[config.mk]
export PLATFORM = sky130hd
export DESIGN_NAME = ctc_device_flat
export DESIGN_NICKNAME = d
export VERILOG_FILES = /design/src/ctc_pkg.sv /design/src/ctc_if.sv /design/src/ctc_device.sv /design/src/flat_wrapper.sv
export SDC_FILE = /design/constraint.sdc
export NUM_CORES = 1
export LEC_CHECK = 0
export BUFFER_PORTS_ARGS = -buffer_cell sky130_fd_sc_hd__buf_2
export CORE_MARGIN = 3
export CORE_UTILIZATION = 49
export CTS_CLUSTER_SIZE = 14
export DETAILED_ROUTE_END_ITERATION = 10
export PLACE_DENSITY = 0.76
export SYNTH_ARGS = -nofsm -noshare
export SYNTH_HDL_FRONTEND = slang
export SYNTH_SLANG_ARGS = --single-unit
[constraint.sdc]
create_clock -name hclk -period 1.87 [get_ports hclk]
set_input_delay 0.374 -clock hclk [delete_from_list [all_inputs] [get_ports hclk]]
set_output_delay 0.374 -clock hclk [all_outputs]
set_load 0.1 [all_outputs]
[src/ctc_pkg.sv]
// Package: shared constants and types for command/address termination
package ctc_pkg;
	// ********************************************
	// Mode register addresses and fields
	// ********************************************
	localparam logic [5:0] CTC_ADDR_CONFIG   = 6'h0b;
	localparam logic [5:0] CTC_ADDR_OVERRIDE = 6'h16;
	localparam int         CTC_VAL_LSB       = 4;
	localparam int         CTC_VAL_MSB       = 6;
	localparam int         CTC_PU_BIT        = 0;
	localparam int         CTC_CK_FORCE_BIT  = 3;
	localparam int         CTC_CS_FORCE_BIT  = 4;
	localparam int         CTC_CA_DIS_BIT    = 5;
	localparam logic [7:0] CTC_CONFIG_RESET  = 8'h00;
	localparam logic [7:0] CTC_OVERRIDE_RESET = 8'h00;

	// ********************************************
	// Termination value codes
	// ********************************************
	typedef enum logic [2:0]
	{
		CTC_RTT_OFF = 3'h0,
		CTC_RTT_240 = 3'h1,
		CTC_RTT_120 = 3'h2,
		CTC_RTT_80  = 3'h3,
		CTC_RTT_60  = 3'h4,
		CTC_RTT_48  = 3'h5,
		CTC_RTT_40  = 3'h6,
		CTC_RTT_RSV = 3'h7
	} ctc_rtt_type;

	// ********************************************
	// Timing
	// ********************************************
	localparam int CTC_CLK_PERIOD_PS  = 10000;
	localparam int CTC_UPDATE_TIME_NS = 20;
	localparam int CTC_UPDATE_CYCLES  =
		(CTC_UPDATE_TIME_NS * 1000 + CTC_CLK_PERIOD_PS - 1)
		/ CTC_CLK_PERIOD_PS;
	localparam logic [3:0] CTC_UPDATE_CNT =
		4'(CTC_UPDATE_CYCLES < 1 ? 1 : CTC_UPDATE_CYCLES);

	// ********************************************
	// Controller register map (AHB-Lite)
	// ********************************************
	localparam logic [7:0] CTC_REG_CMD    = 8'h00;
	localparam logic [7:0] CTC_REG_STATUS = 8'h04;
	localparam int CTC_CMD_DATA_LSB = 0;
	localparam int CTC_CMD_ADDR_LSB = 8;
	localparam int CTC_CMD_GO_BIT   = 31;
	localparam int CTC_ST_BUSY_BIT  = 0;
	localparam int CTC_ST_ERR_BIT   = 1;
	localparam int CTC_ST_PU_BIT    = 2;
	localparam int CTC_ST_CAL_BIT   = 3;
	localparam logic [1:0] CTC_HTRANS_NONSEQ = 2'h2;
endpackage

[src/ctc_if.sv]
// Interface: mode register write link between controller and device
interface ctc_if;
	logic       mrw_valid;
	logic [5:0] mrw_addr;
	logic [7:0] mrw_data;

	modport ctrl
	(
		output mrw_valid,
		output mrw_addr,
		output mrw_data
	);
	modport dev
	(
		input mrw_valid,
		input mrw_addr,
		input mrw_data
	);
endinterface

[src/ctc_device.sv]
// Module: device-side command/address termination decode
//
// Functional notes
// RULE1: CA termination value from config bits 6:4
// RULE2: Termination value field resets to disabled
// RULE3: Termination persists through power-down states
// RULE4: Strap low never terminates CA lines
// RULE5: Strap high, field enabled: CA terminated (code: only while override bit 5, the CA disable bit, is clear)
// RULE6: Resolve CA, clock, select from table
// RULE7: Strap sample unchanged on power-down entry
// RULE8: Controller may change value without recalibration
// RULE9: Pull-up point change needs recalibration
// RULE10: Higher pull-up point forbids 60/48/40
// RULE11: Train terminating rank before others
// RULE12: New setting applied after 20 ns
// RULE13: Codes 1..6 map 240..40 ohm
module ctc_device
	import ctc_pkg::*;
(
	input  wire logic        hclk,
	input  wire logic        hresetn,
	ctc_if.dev               link,
	input  wire logic        ca_term_strap_pad,
	input  wire logic        power_down,
	output ctc_pkg::ctc_rtt_type ca_rtt,
	output logic             ca_term_on,
	output logic             clock_term_on,
	output logic             chip_select_term_on,
	output logic             pending
);
	import ctc_pkg::*;

	// ********************************************
	// Mode registers
	// ********************************************
	logic [7:0]  termination_config_reg_q;
	logic [7:0]  termination_override_reg_q;
	logic        strap_q;
	logic        strap_taken_q;
	logic [3:0]  upd_cnt_q;
	logic [2:0]  ca_term_value_field;
	logic        ca_term_disable_bit;
	logic        clock_term_force_bit;
	logic        chip_select_term_force_bit;
	ctc_rtt_type rtt_d;
	logic        ca_d;
	logic        ck_d;
	logic        cs_d;
	logic        upd_hit;
	logic        apply_now;

	// Power-down does not reset these; only hresetn does
	always_ff @(posedge hclk or negedge hresetn)
	begin
		if (!hresetn)
			termination_config_reg_q <= CTC_CONFIG_RESET; // RULE2
		else if (link.mrw_valid && link.mrw_addr == CTC_ADDR_CONFIG)
			termination_config_reg_q <= link.mrw_data;
	end

	// Force and disable bits wait for the same update timer as the value
	always_ff @(posedge hclk or negedge hresetn)
	begin
		if (!hresetn)
			termination_override_reg_q <= CTC_OVERRIDE_RESET;
		else if (link.mrw_valid && link.mrw_addr == CTC_ADDR_OVERRIDE)
			termination_override_reg_q <= link.mrw_data;
	end

	// ********************************************
	// Strap capture
	// ********************************************
	// Bond pad is static; caught once after reset release and never
	// resampled, so power-down entry cannot disturb it
	always_ff @(posedge hclk or negedge hresetn)
	begin
		if (!hresetn)
			strap_q <= 1'b0;
		else if (!strap_taken_q && !power_down) // RULE7
			strap_q <= ca_term_strap_pad;
	end

	// Taken flag only ever rises; only a fresh reset resamples the pad
	always_ff @(posedge hclk or negedge hresetn)
	begin
		if (!hresetn)
			strap_taken_q <= 1'b0;
		else if (!power_down)
			strap_taken_q <= 1'b1;
	end

	// ********************************************
	// Update timer
	// ********************************************
	// Writes to other mode registers must not restart the wait
	assign upd_hit = link.mrw_valid &&
		(link.mrw_addr == CTC_ADDR_CONFIG ||
		link.mrw_addr == CTC_ADDR_OVERRIDE);

	// A new write restarts the wait rather than queueing behind it
	always_ff @(posedge hclk or negedge hresetn)
	begin
		if (!hresetn)
			upd_cnt_q <= 4'h0;
		else if (upd_hit)
			upd_cnt_q <= CTC_UPDATE_CNT; // RULE12
		else if (upd_cnt_q != 4'h0)
			upd_cnt_q <= upd_cnt_q - 4'h1;
	end

	// ********************************************
	// Termination resolve
	// ********************************************
	assign ca_term_value_field =
		termination_config_reg_q[CTC_VAL_MSB:CTC_VAL_LSB]; // RULE1
	assign ca_term_disable_bit = termination_override_reg_q[CTC_CA_DIS_BIT];
	assign clock_term_force_bit =
		termination_override_reg_q[CTC_CK_FORCE_BIT];
	assign chip_select_term_force_bit =
		termination_override_reg_q[CTC_CS_FORCE_BIT];

	always_comb
	begin
		rtt_d = CTC_RTT_OFF;
		ca_d  = 1'b0;
		ck_d  = 1'b0;
		cs_d  = 1'b0;
		case (ca_term_value_field) // RULE13
			3'h1: rtt_d = CTC_RTT_240;
			3'h2: rtt_d = CTC_RTT_120;
			3'h3: rtt_d = CTC_RTT_80;
			3'h4: rtt_d = CTC_RTT_60;
			3'h5: rtt_d = CTC_RTT_48;
			3'h6: rtt_d = CTC_RTT_40;
			// Reserved code is treated as disabled
			default: rtt_d = CTC_RTT_OFF;
		endcase
		// Disabled value field switches every termination off
		if (rtt_d != CTC_RTT_OFF) // RULE6
		begin
			if (!strap_q)
			begin
				ca_d = 1'b0; // RULE4
				ck_d = clock_term_force_bit;
				cs_d = chip_select_term_force_bit;
			end
			else
			begin
				ca_d = !ca_term_disable_bit; // RULE5
				ck_d = 1'b1;
				cs_d = 1'b1;
			end
		end
		// No resistance is reported while the CA lines stay open
		if (!ca_d)
			rtt_d = CTC_RTT_OFF;
	end

	// ********************************************
	// Output registers
	// ********************************************
	// Outputs hold through power-down; power_down is not a term here.
	// Idle outputs follow the resolve only once the strap is caught.
	assign apply_now = upd_cnt_q == 4'h1 ||
		(upd_cnt_q == 4'h0 && strap_taken_q);

	always_ff @(posedge hclk or negedge hresetn)
	begin
		if (!hresetn)
			ca_rtt <= CTC_RTT_OFF;
		else if (apply_now)
			ca_rtt <= rtt_d; // RULE3
	end

	always_ff @(posedge hclk or negedge hresetn)
	begin
		if (!hresetn)
			ca_term_on <= 1'b0;
		else if (apply_now)
			ca_term_on <= ca_d; // RULE3
	end

	always_ff @(posedge hclk or negedge hresetn)
	begin
		if (!hresetn)
			clock_term_on <= 1'b0;
		else if (apply_now)
			clock_term_on <= ck_d;
	end

	always_ff @(posedge hclk or negedge hresetn)
	begin
		if (!hresetn)
			chip_select_term_on <= 1'b0;
		else if (apply_now)
			chip_select_term_on <= cs_d;
	end

	// ********************************************
	// Update status
	// ********************************************
	always_ff @(posedge hclk or negedge hresetn)
	begin
		if (!hresetn)
			pending <= 1'b0;
		else
			pending <= (upd_cnt_q > 4'h1) || upd_hit;
	end
endmodule

[src/flat_wrapper.sv]
// flat-port wrapper written by rule: the top's interface ports become plain ports
module ctc_device_flat import ctc_pkg::*;
  (hclk, hresetn, ca_term_strap_pad, power_down, ca_rtt, ca_term_on, clock_term_on, chip_select_term_on, pending, link_mrw_valid, link_mrw_addr, link_mrw_data);
  ctc_if link_i ();
  input  wire logic hclk;
  input  wire logic hresetn;
  input  wire logic ca_term_strap_pad;
  input  wire logic power_down;
  output ctc_pkg::ctc_rtt_type ca_rtt;
  output logic ca_term_on;
  output logic clock_term_on;
  output logic chip_select_term_on;
  output logic pending;
  input wire logic [$bits(link_i.mrw_valid)-1:0] link_mrw_valid;
  input wire logic [$bits(link_i.mrw_addr)-1:0] link_mrw_addr;
  input wire logic [$bits(link_i.mrw_data)-1:0] link_mrw_data;
  assign link_i.mrw_valid = link_mrw_valid;
  assign link_i.mrw_addr = link_mrw_addr;
  assign link_i.mrw_data = link_mrw_data;
  ctc_device u_core (.hclk(hclk), .hresetn(hresetn), .link(link_i), .ca_term_strap_pad(ca_term_strap_pad), .power_down(power_down), .ca_rtt(ca_rtt), .ca_term_on(ca_term_on), .clock_term_on(clock_term_on), .chip_select_term_on(chip_select_term_on), .pending(pending));
endmodule
==> results_dict.tcl, run 1 <==
set metrics [dict create \
    synth_cell_types 25 \
    maxCapViolations 0 \
    synth_area_um2 925 \
    peakVddDrop_uv 694 \
    endpoint_kind "register" \
    die_area_mm2 0.00244 \
    grt_max_degree 20 \
    start_util 0.530 \
    dr_total_vias 672 \
    ys_ff_latch 19 \
    antenna_found_initial 0 \
    die_w_um 49.4 \
    netlist.area_leader.share 0.514 \
    worstMarginPinSlew_ns 0.486 \
    cts.clk_slew.worst_paths_ns 0.10 \
    hold_class "in -> reg" \
    slew_headroom 0.678 \
    wl_per_cell_um 12.0 \
    synth-seq-area-share 0.514 \
    crit_required_ns 2.10 \
    synthTopCellsByArea "dfrtp_1, mux2_4, o21ai_0" \
    nNetsFinal 131 \
    power_density_mw_per_mm2 1600 \
    cts_tree "built" \
    p_seq_frac 0.351 \
    num_rows 15 \
    fin_skew_ns 0.00895 \
    rsz0062_at_grt "no" \
    cts-root-buf "clkbuf_4" \
    vias_per_cell 5.05 \
    fmax_mhz 682 \
    portBuffers 21 \
    crit_type "reg -> reg" \
    min_path_cells 2 \
    wl_um 1600 \
    final_antenna_net_count 0 \
    drt_iter0_markers 13 \
    outcome "finished clean" \
    power_leakage_nw 0.543 \
    track_usage 0.145 \
    syn_inst 81 \
    reg2regPathDepth 5 \
    post-route-min-period_ns 1.47 \
    io_pins 26 \
    gp_congestion 0.739 \
    internal_power_w 0.000897 \
    setup_viol 0 \
    syn_to_final_growth_pct 19.6 \
    setup-tns-final_ns 0 \
    cts_buffer_depth 2 \
    syn_area_per_cell_um2 11.4 \
    grt_pass1_wl_um 2770 \
    slew_violations 0 \
    yosys.area.top_type "dfrtp_1" \
    fin_crit_sh 0.784 \
    grt_overflow_total 0 \
    drive_gt1_frac 0.370 \
    power_switching_w 0.000878 \
    grt_pass1_vias 649 \
    cp.arrival_ns 1.70 \
    cts_buffers 3 \
    clkPwrFrac 0.116 \
    die_h_um 49.4 \
    place_hpwl_um 1290 \
    ctsHtreeMaxLevel 1 \
    hold_violations 0 \
    final_util 0.634 \
    clk_latency_ns 0.29 \
    r2r_setup_slack_ns 0.40 \
    numClockSinks 19 \
    drc 0 \
    syn_nets 103 \
    start_kind "register" \
    worstPathMaxFanout 4 \
    dr.pass1.iters 4 \
    nFillCells 154 \
    post_cts_buffers 0 \
    yosys_warnings 0 \
    core_mm2 0.00175 \
    combPwrFrac 0.532 \
    switching_share 0.495 \
    diodes 0 \
]
==> path summary, 6_finish.rpt <==
check                                     startpoint              endpoint
worst max register to register   u_core.upd_cnt_q[0]   u_core.upd_cnt_q[1]
worst min register to register  u_core.strap_taken_q  u_core.strap_taken_q
max in group asynchronous                    hresetn   u_core.upd_cnt_q[3]
min in group asynchronous                    hresetn      u_core.ca_rtt[1]
worst max-delay path             u_core.upd_cnt_q[0]   u_core.upd_cnt_q[1]
worst min-delay path                      power_down  u_core.strap_taken_q
==> per-layer routing <==
layer | GRT usage | vias to the layer above | wire length (um)
li1 | - | 338 | -
met1 | 0.186 | 312 | 710
met2 | 0.250 | 20 | 780
met3 | 0.00917 | 2 | 89
met4 | 0.0691 | 0 | 14
met5 | 0 | - | 0
==> kinds of logic after synthesis <==
| kind of cell | after synthesis | synth area share |
|---|---|---|
| compound gates | 15 | 0.0893 |
| flops | 19 | 0.514 |
| simple gates | 31 | 0.195 |
| fa+ha+maj | 3 | 0.0406 |
| mux | 9 | 0.134 |
| buf+inv | 2 | 0.00812 |
| xor+xnor | 2 | 0.0189 |
==> Yosys cell counts <==
library cell / count
mux2_4: 6
inv_1: 2
nand2_1: 5
nand2_2: 2
nor3b_2: 1
and4bb_2: 2
mux2_1: 1
a21oi_1: 1
or3_1: 1
o211ai_1: 1
nor2b_1: 1
xnor2_1: 2
mux2_2: 2
o21ai_1: 2
nor2_1: 6
or2_2: 1
o31ai_1: 2
ha_1: 3
nor3_1: 1
and3b_1: 1
and2_1: 3
nand2b_1: 2
nand3_1: 5
o21ai_0: 9
dfrtp_1: 19
==> sequential cells by signal (all words and copies together), names as in the netlist <==
signal and count:
u_core.pending 1, u_core.strap_taken_q 1, u_core.ca_term_on 1, u_core.ca_rtt 3, u_core.chip_select_term_on 1, u_core.strap_q 1, u_core.termination_override_reg_q 3, u_core.clock_term_on 1
u_core.termination_config_reg_q 3, u_core.upd_cnt_q 4
==> critical path, cell delays in order (launching register included) <==
cell and delay [ns]:
dfrtp_1 0.44, inv_1 0.09, ha_1 0.18, nor3b_2 0.27, mux2_2 0.37, nand2_1 0.06
==> metrics by stage <==
stage / cells / area (um2) / setup WS (ns) / hold WS, ns / power [W]
6_report: 133 / 1110 / 0.403 / 0.250 / 0.00177
3_3_place_gp: 128 / 1070 / 0.464 / 0.319 / 0.00155
3_5_place_dp: 128 / 1070 / 0.424 / 0.323 / 0.00158
2_1_floorplan: 81 / 925 / 0.520 / 0.0784 / 0.00138
5_1_grt: 133 / 1110 / 0.300 / 0.239 / 0.00189
4_1_cts: 133 / 1110 / 0.391 / 0.244 / 0.00179
==> area by class of cell <==
type | instances | area (um2) | share of cell area
clock inverter | 1 | 5.00 | 0.00452
multi-input combinational | 60 | 442 | 0.399
inverter | 2 | 7.51 | 0.00679
sequential | 19 | 475 | 0.430
clock buffer | 3 | 22.5 | 0.0204
timing repair buffer | 23 | 123 | 0.111
tap | 25 | 31.3 | 0.0283
==> power by group through the flow <==
stage / registers, W / clock network, W / logic, W
2_1_floorplan: 0.00102 / 0 / 0.000363
3_3_place_gp: 0.000627 / 0 / 0.000923
3_5_place_dp: 0.000633 / 0 / 0.000944
4_1_cts: 0.000625 / 0.000212 / 0.000952
5_1_grt: 0.000645 / 0.000223 / 0.00102
6_report: 0.000624 / 0.000206 / 0.000945
==> placed cells by master (no fill, tap or decap), types with 2 or more instances in the layout <==
| cell | n |
|---|---|
| dfrtp_1 | 19 |
| and2_1 | 3 |
| nor2_1 | 6 |
| o21ai_1 | 2 |
| xnor2_1 | 2 |
| inv_1 | 2 |
| nand2_1 | 5 |
| buf_2 | 21 |
| ha_1 | 3 |
| nand3_1 | 5 |
| mux2_4 | 6 |
| and4bb_2 | 2 |
| o31ai_1 | 2 |
| nand2b_1 | 2 |
| o21ai_0 | 9 |
| nand2_2 | 2 |
| mux2_2 | 2 |
| clkbuf_4 | 3 |
==> timing repair <==
action,4_1_cts,5_1_grt
endpoints found under the setup margin,0,0
resized for setup,0,0
hold buffers,1,0
hold endpoints to repair,11,0
No activity file was read; power rests on OpenSTA's default activity.
==> inputs of run 2 (changes only) <==
- clock period: 1.87 -> 1.5 ns (I/O delays scaled with it)
==> run 2 against run 1 <==
  * Clock power increased by 21%
  * Global-route usage about the same
  * Critical path depth unchanged
  * Setup slack got worse by 0.32 ns
  * Clock skew decreased by 0.0028 ns
  * Combinational power increased by 28%
  * Sequential power increased by 24%
  * Sequential share of layout area decreased by 0.58 points
  * Largest power group unchanged
  * Highest routed layer unchanged
==> results_dict.tcl, run 2 (synthesis gave the netlist of run 1 again) <==
set metrics [dict create \
    outcome "finished clean" \
    num_rows 15 \
    r2r_end "u_core.upd_cnt_q[1]" \
    slew_headroom 0.678 \
    die_h_um 49.4 \
    die_w_um 49.4 \
    internal_power_w 0.00115 \
    fin_skew_ns 0.00611 \
    cts-root-buf "clkbuf_4" \
    hold_class "in -> reg" \
    layout_commonest_cell "buf_2" \
    track_usage 0.145 \
    clkPwrFrac 0.112 \
    power_switching_w 0.00108 \
    setup_viol 0 \
    dr.pass1.iters 4 \
    drive_gt1_frac 0.376 \
    vias_per_cell 5.01 \
    hold_violations 0 \
    post-route-min-period_ns 1.42 \
    critPathLaunch "u_core.upd_cnt_q[1]" \
    grt_overflow_total 0 \
    nNetsFinal 132 \
    cts_buffer_depth 2 \
    io_pins 26 \
    r2r_start "u_core.upd_cnt_q[1]" \
    largest-register "u_core.upd_cnt_q" \
    slew_violations 0 \
    wl_per_cell_um 11.5 \
    wl_um 1540 \
    grt_max_degree 20 \
    cts_buffers 3 \
    grt_pass1_wl_um 2800 \
    largest_register_ffs 4 \
    maxCapViolations 0 \
    cts.clk_slew.worst_paths_ns 0.10 \
    multi_input_area_um2 450 \
    r2r_setup_slack_ns 0.08 \
    numClockSinks 19 \
    peakVddDrop_uv 877 \
    final_cell_mix "buf_2, dfrtp_1, o21ai_0, nor2_1, mux2_4" \
    rsz0062_at_grt "no" \
    core_mm2 0.00175 \
    worstMarginPinSlew_ns 0.486 \
    switching_share 0.484 \
    setup-tns-final_ns 0 \
    place_hpwl_um 1280 \
    fin_crit_sh 0.943 \
    power_density_mw_per_mm2 1990 \
    syn_to_final_growth_pct 21.2 \
    nFillCells 151 \
    crit_type "reg -> reg" \
    combPwrFrac 0.543 \
    diodes 0 \
    drc 0 \
    clk_latency_ns 0.29 \
    gp_congestion 0.737 \
    worstPathMaxFanout 4 \
    power_leakage_nw 0.546 \
    drt_iter0_markers 10 \
    fmax_mhz 707 \
    ctsHtreeMaxLevel 1 \
    cp.arrival_ns 1.64 \
    holdWs_ns 0.181 \
    reg2regPathDepth 5 \
    grt_pass1_vias 677 \
    hp-start "power_down" \
    crit_required_ns 1.73 \
    antenna_found_initial 0 \
    final_antenna_net_count 0 \
    p_seq_frac 0.345 \
    cp-endpoint "u_core.upd_cnt_q[1]" \
    cts_tree "built" \
    die_area_mm2 0.00244 \
    portBuffers 21 \
    regArea_um2 475 \
    endpoint_kind "register" \
    dr_total_vias 671 \
    start_util 0.530 \
    start_kind "register" \
]
run 2: how the worst min path moves through the flow:
stage,endpoint,depth (start not counted)
global route,u_core.strap_taken_q,2
floorplan,u_core.ca_rtt[0],0
detailed placement,u_core.ca_rtt[0],1
CTS,u_core.strap_taken_q,2
global placement,u_core.ca_rtt[1],1
finish,u_core.strap_taken_q,2
run 2: area by class of cell:
class | count | share of cell area
clock buffer | 4 | 0.0234
inverter | 2 | 0.00670
multi-input combinational | 60 | 0.402
sequential | 19 | 0.424
tap | 25 | 0.0279
timing repair buffer | 24 | 0.116
run 2: per-stage QoR:
stage	setup slack (ns)	power, W	instances	utilization	instance area [um2]
after global routing	0.0115	0.00238	134	0.642	1120
after global placement	0.116	0.00195	129	0.616	1080
after detailed placement	0.0806	0.00198	129	0.616	1080
after floorplan	0.150	0.00172	81	-	925
final	0.0848	0.00224	134	0.642	1120
after CTS	0.0547	0.00223	134	0.637	1110
run 2: power groups by stage:
stage               combinational [W]  sequential (W)  clock [W]
floorplan                    0.000452         0.00127          0
global placement              0.00118        0.000772          0
detailed placement            0.00120        0.000777          0
CTS                           0.00121        0.000766   0.000258
global route                  0.00131        0.000798   0.000274
finish                        0.00121        0.000771   0.000250
run 2: timing repair:
action / 4_1_cts / 5_1_grt
hold buffers: 1 / 0
endpoints found under the hold margin: 19 / 0
buffers inserted: 0 / 0
setup endpoints to repair: 0 / 1
resized for setup: 0 / 2
run 2: critical path, stage by stage (launching register included):
cell	delay [ns]
dfrtp_1	0.39
inv_1	0.11
ha_2	0.21
nor3b_4	0.23
mux2_2	0.36
nand2_1	0.06
run 2: routing by layer:
metal	vias to the layer above	part of all wire	GRT usage
met5	-	0	0
met4	0	0.011	0.0691
met3	2	0.051	0.00917
met2	18	0.47	0.252
met1	307	0.47	0.183
li1	344	-	-
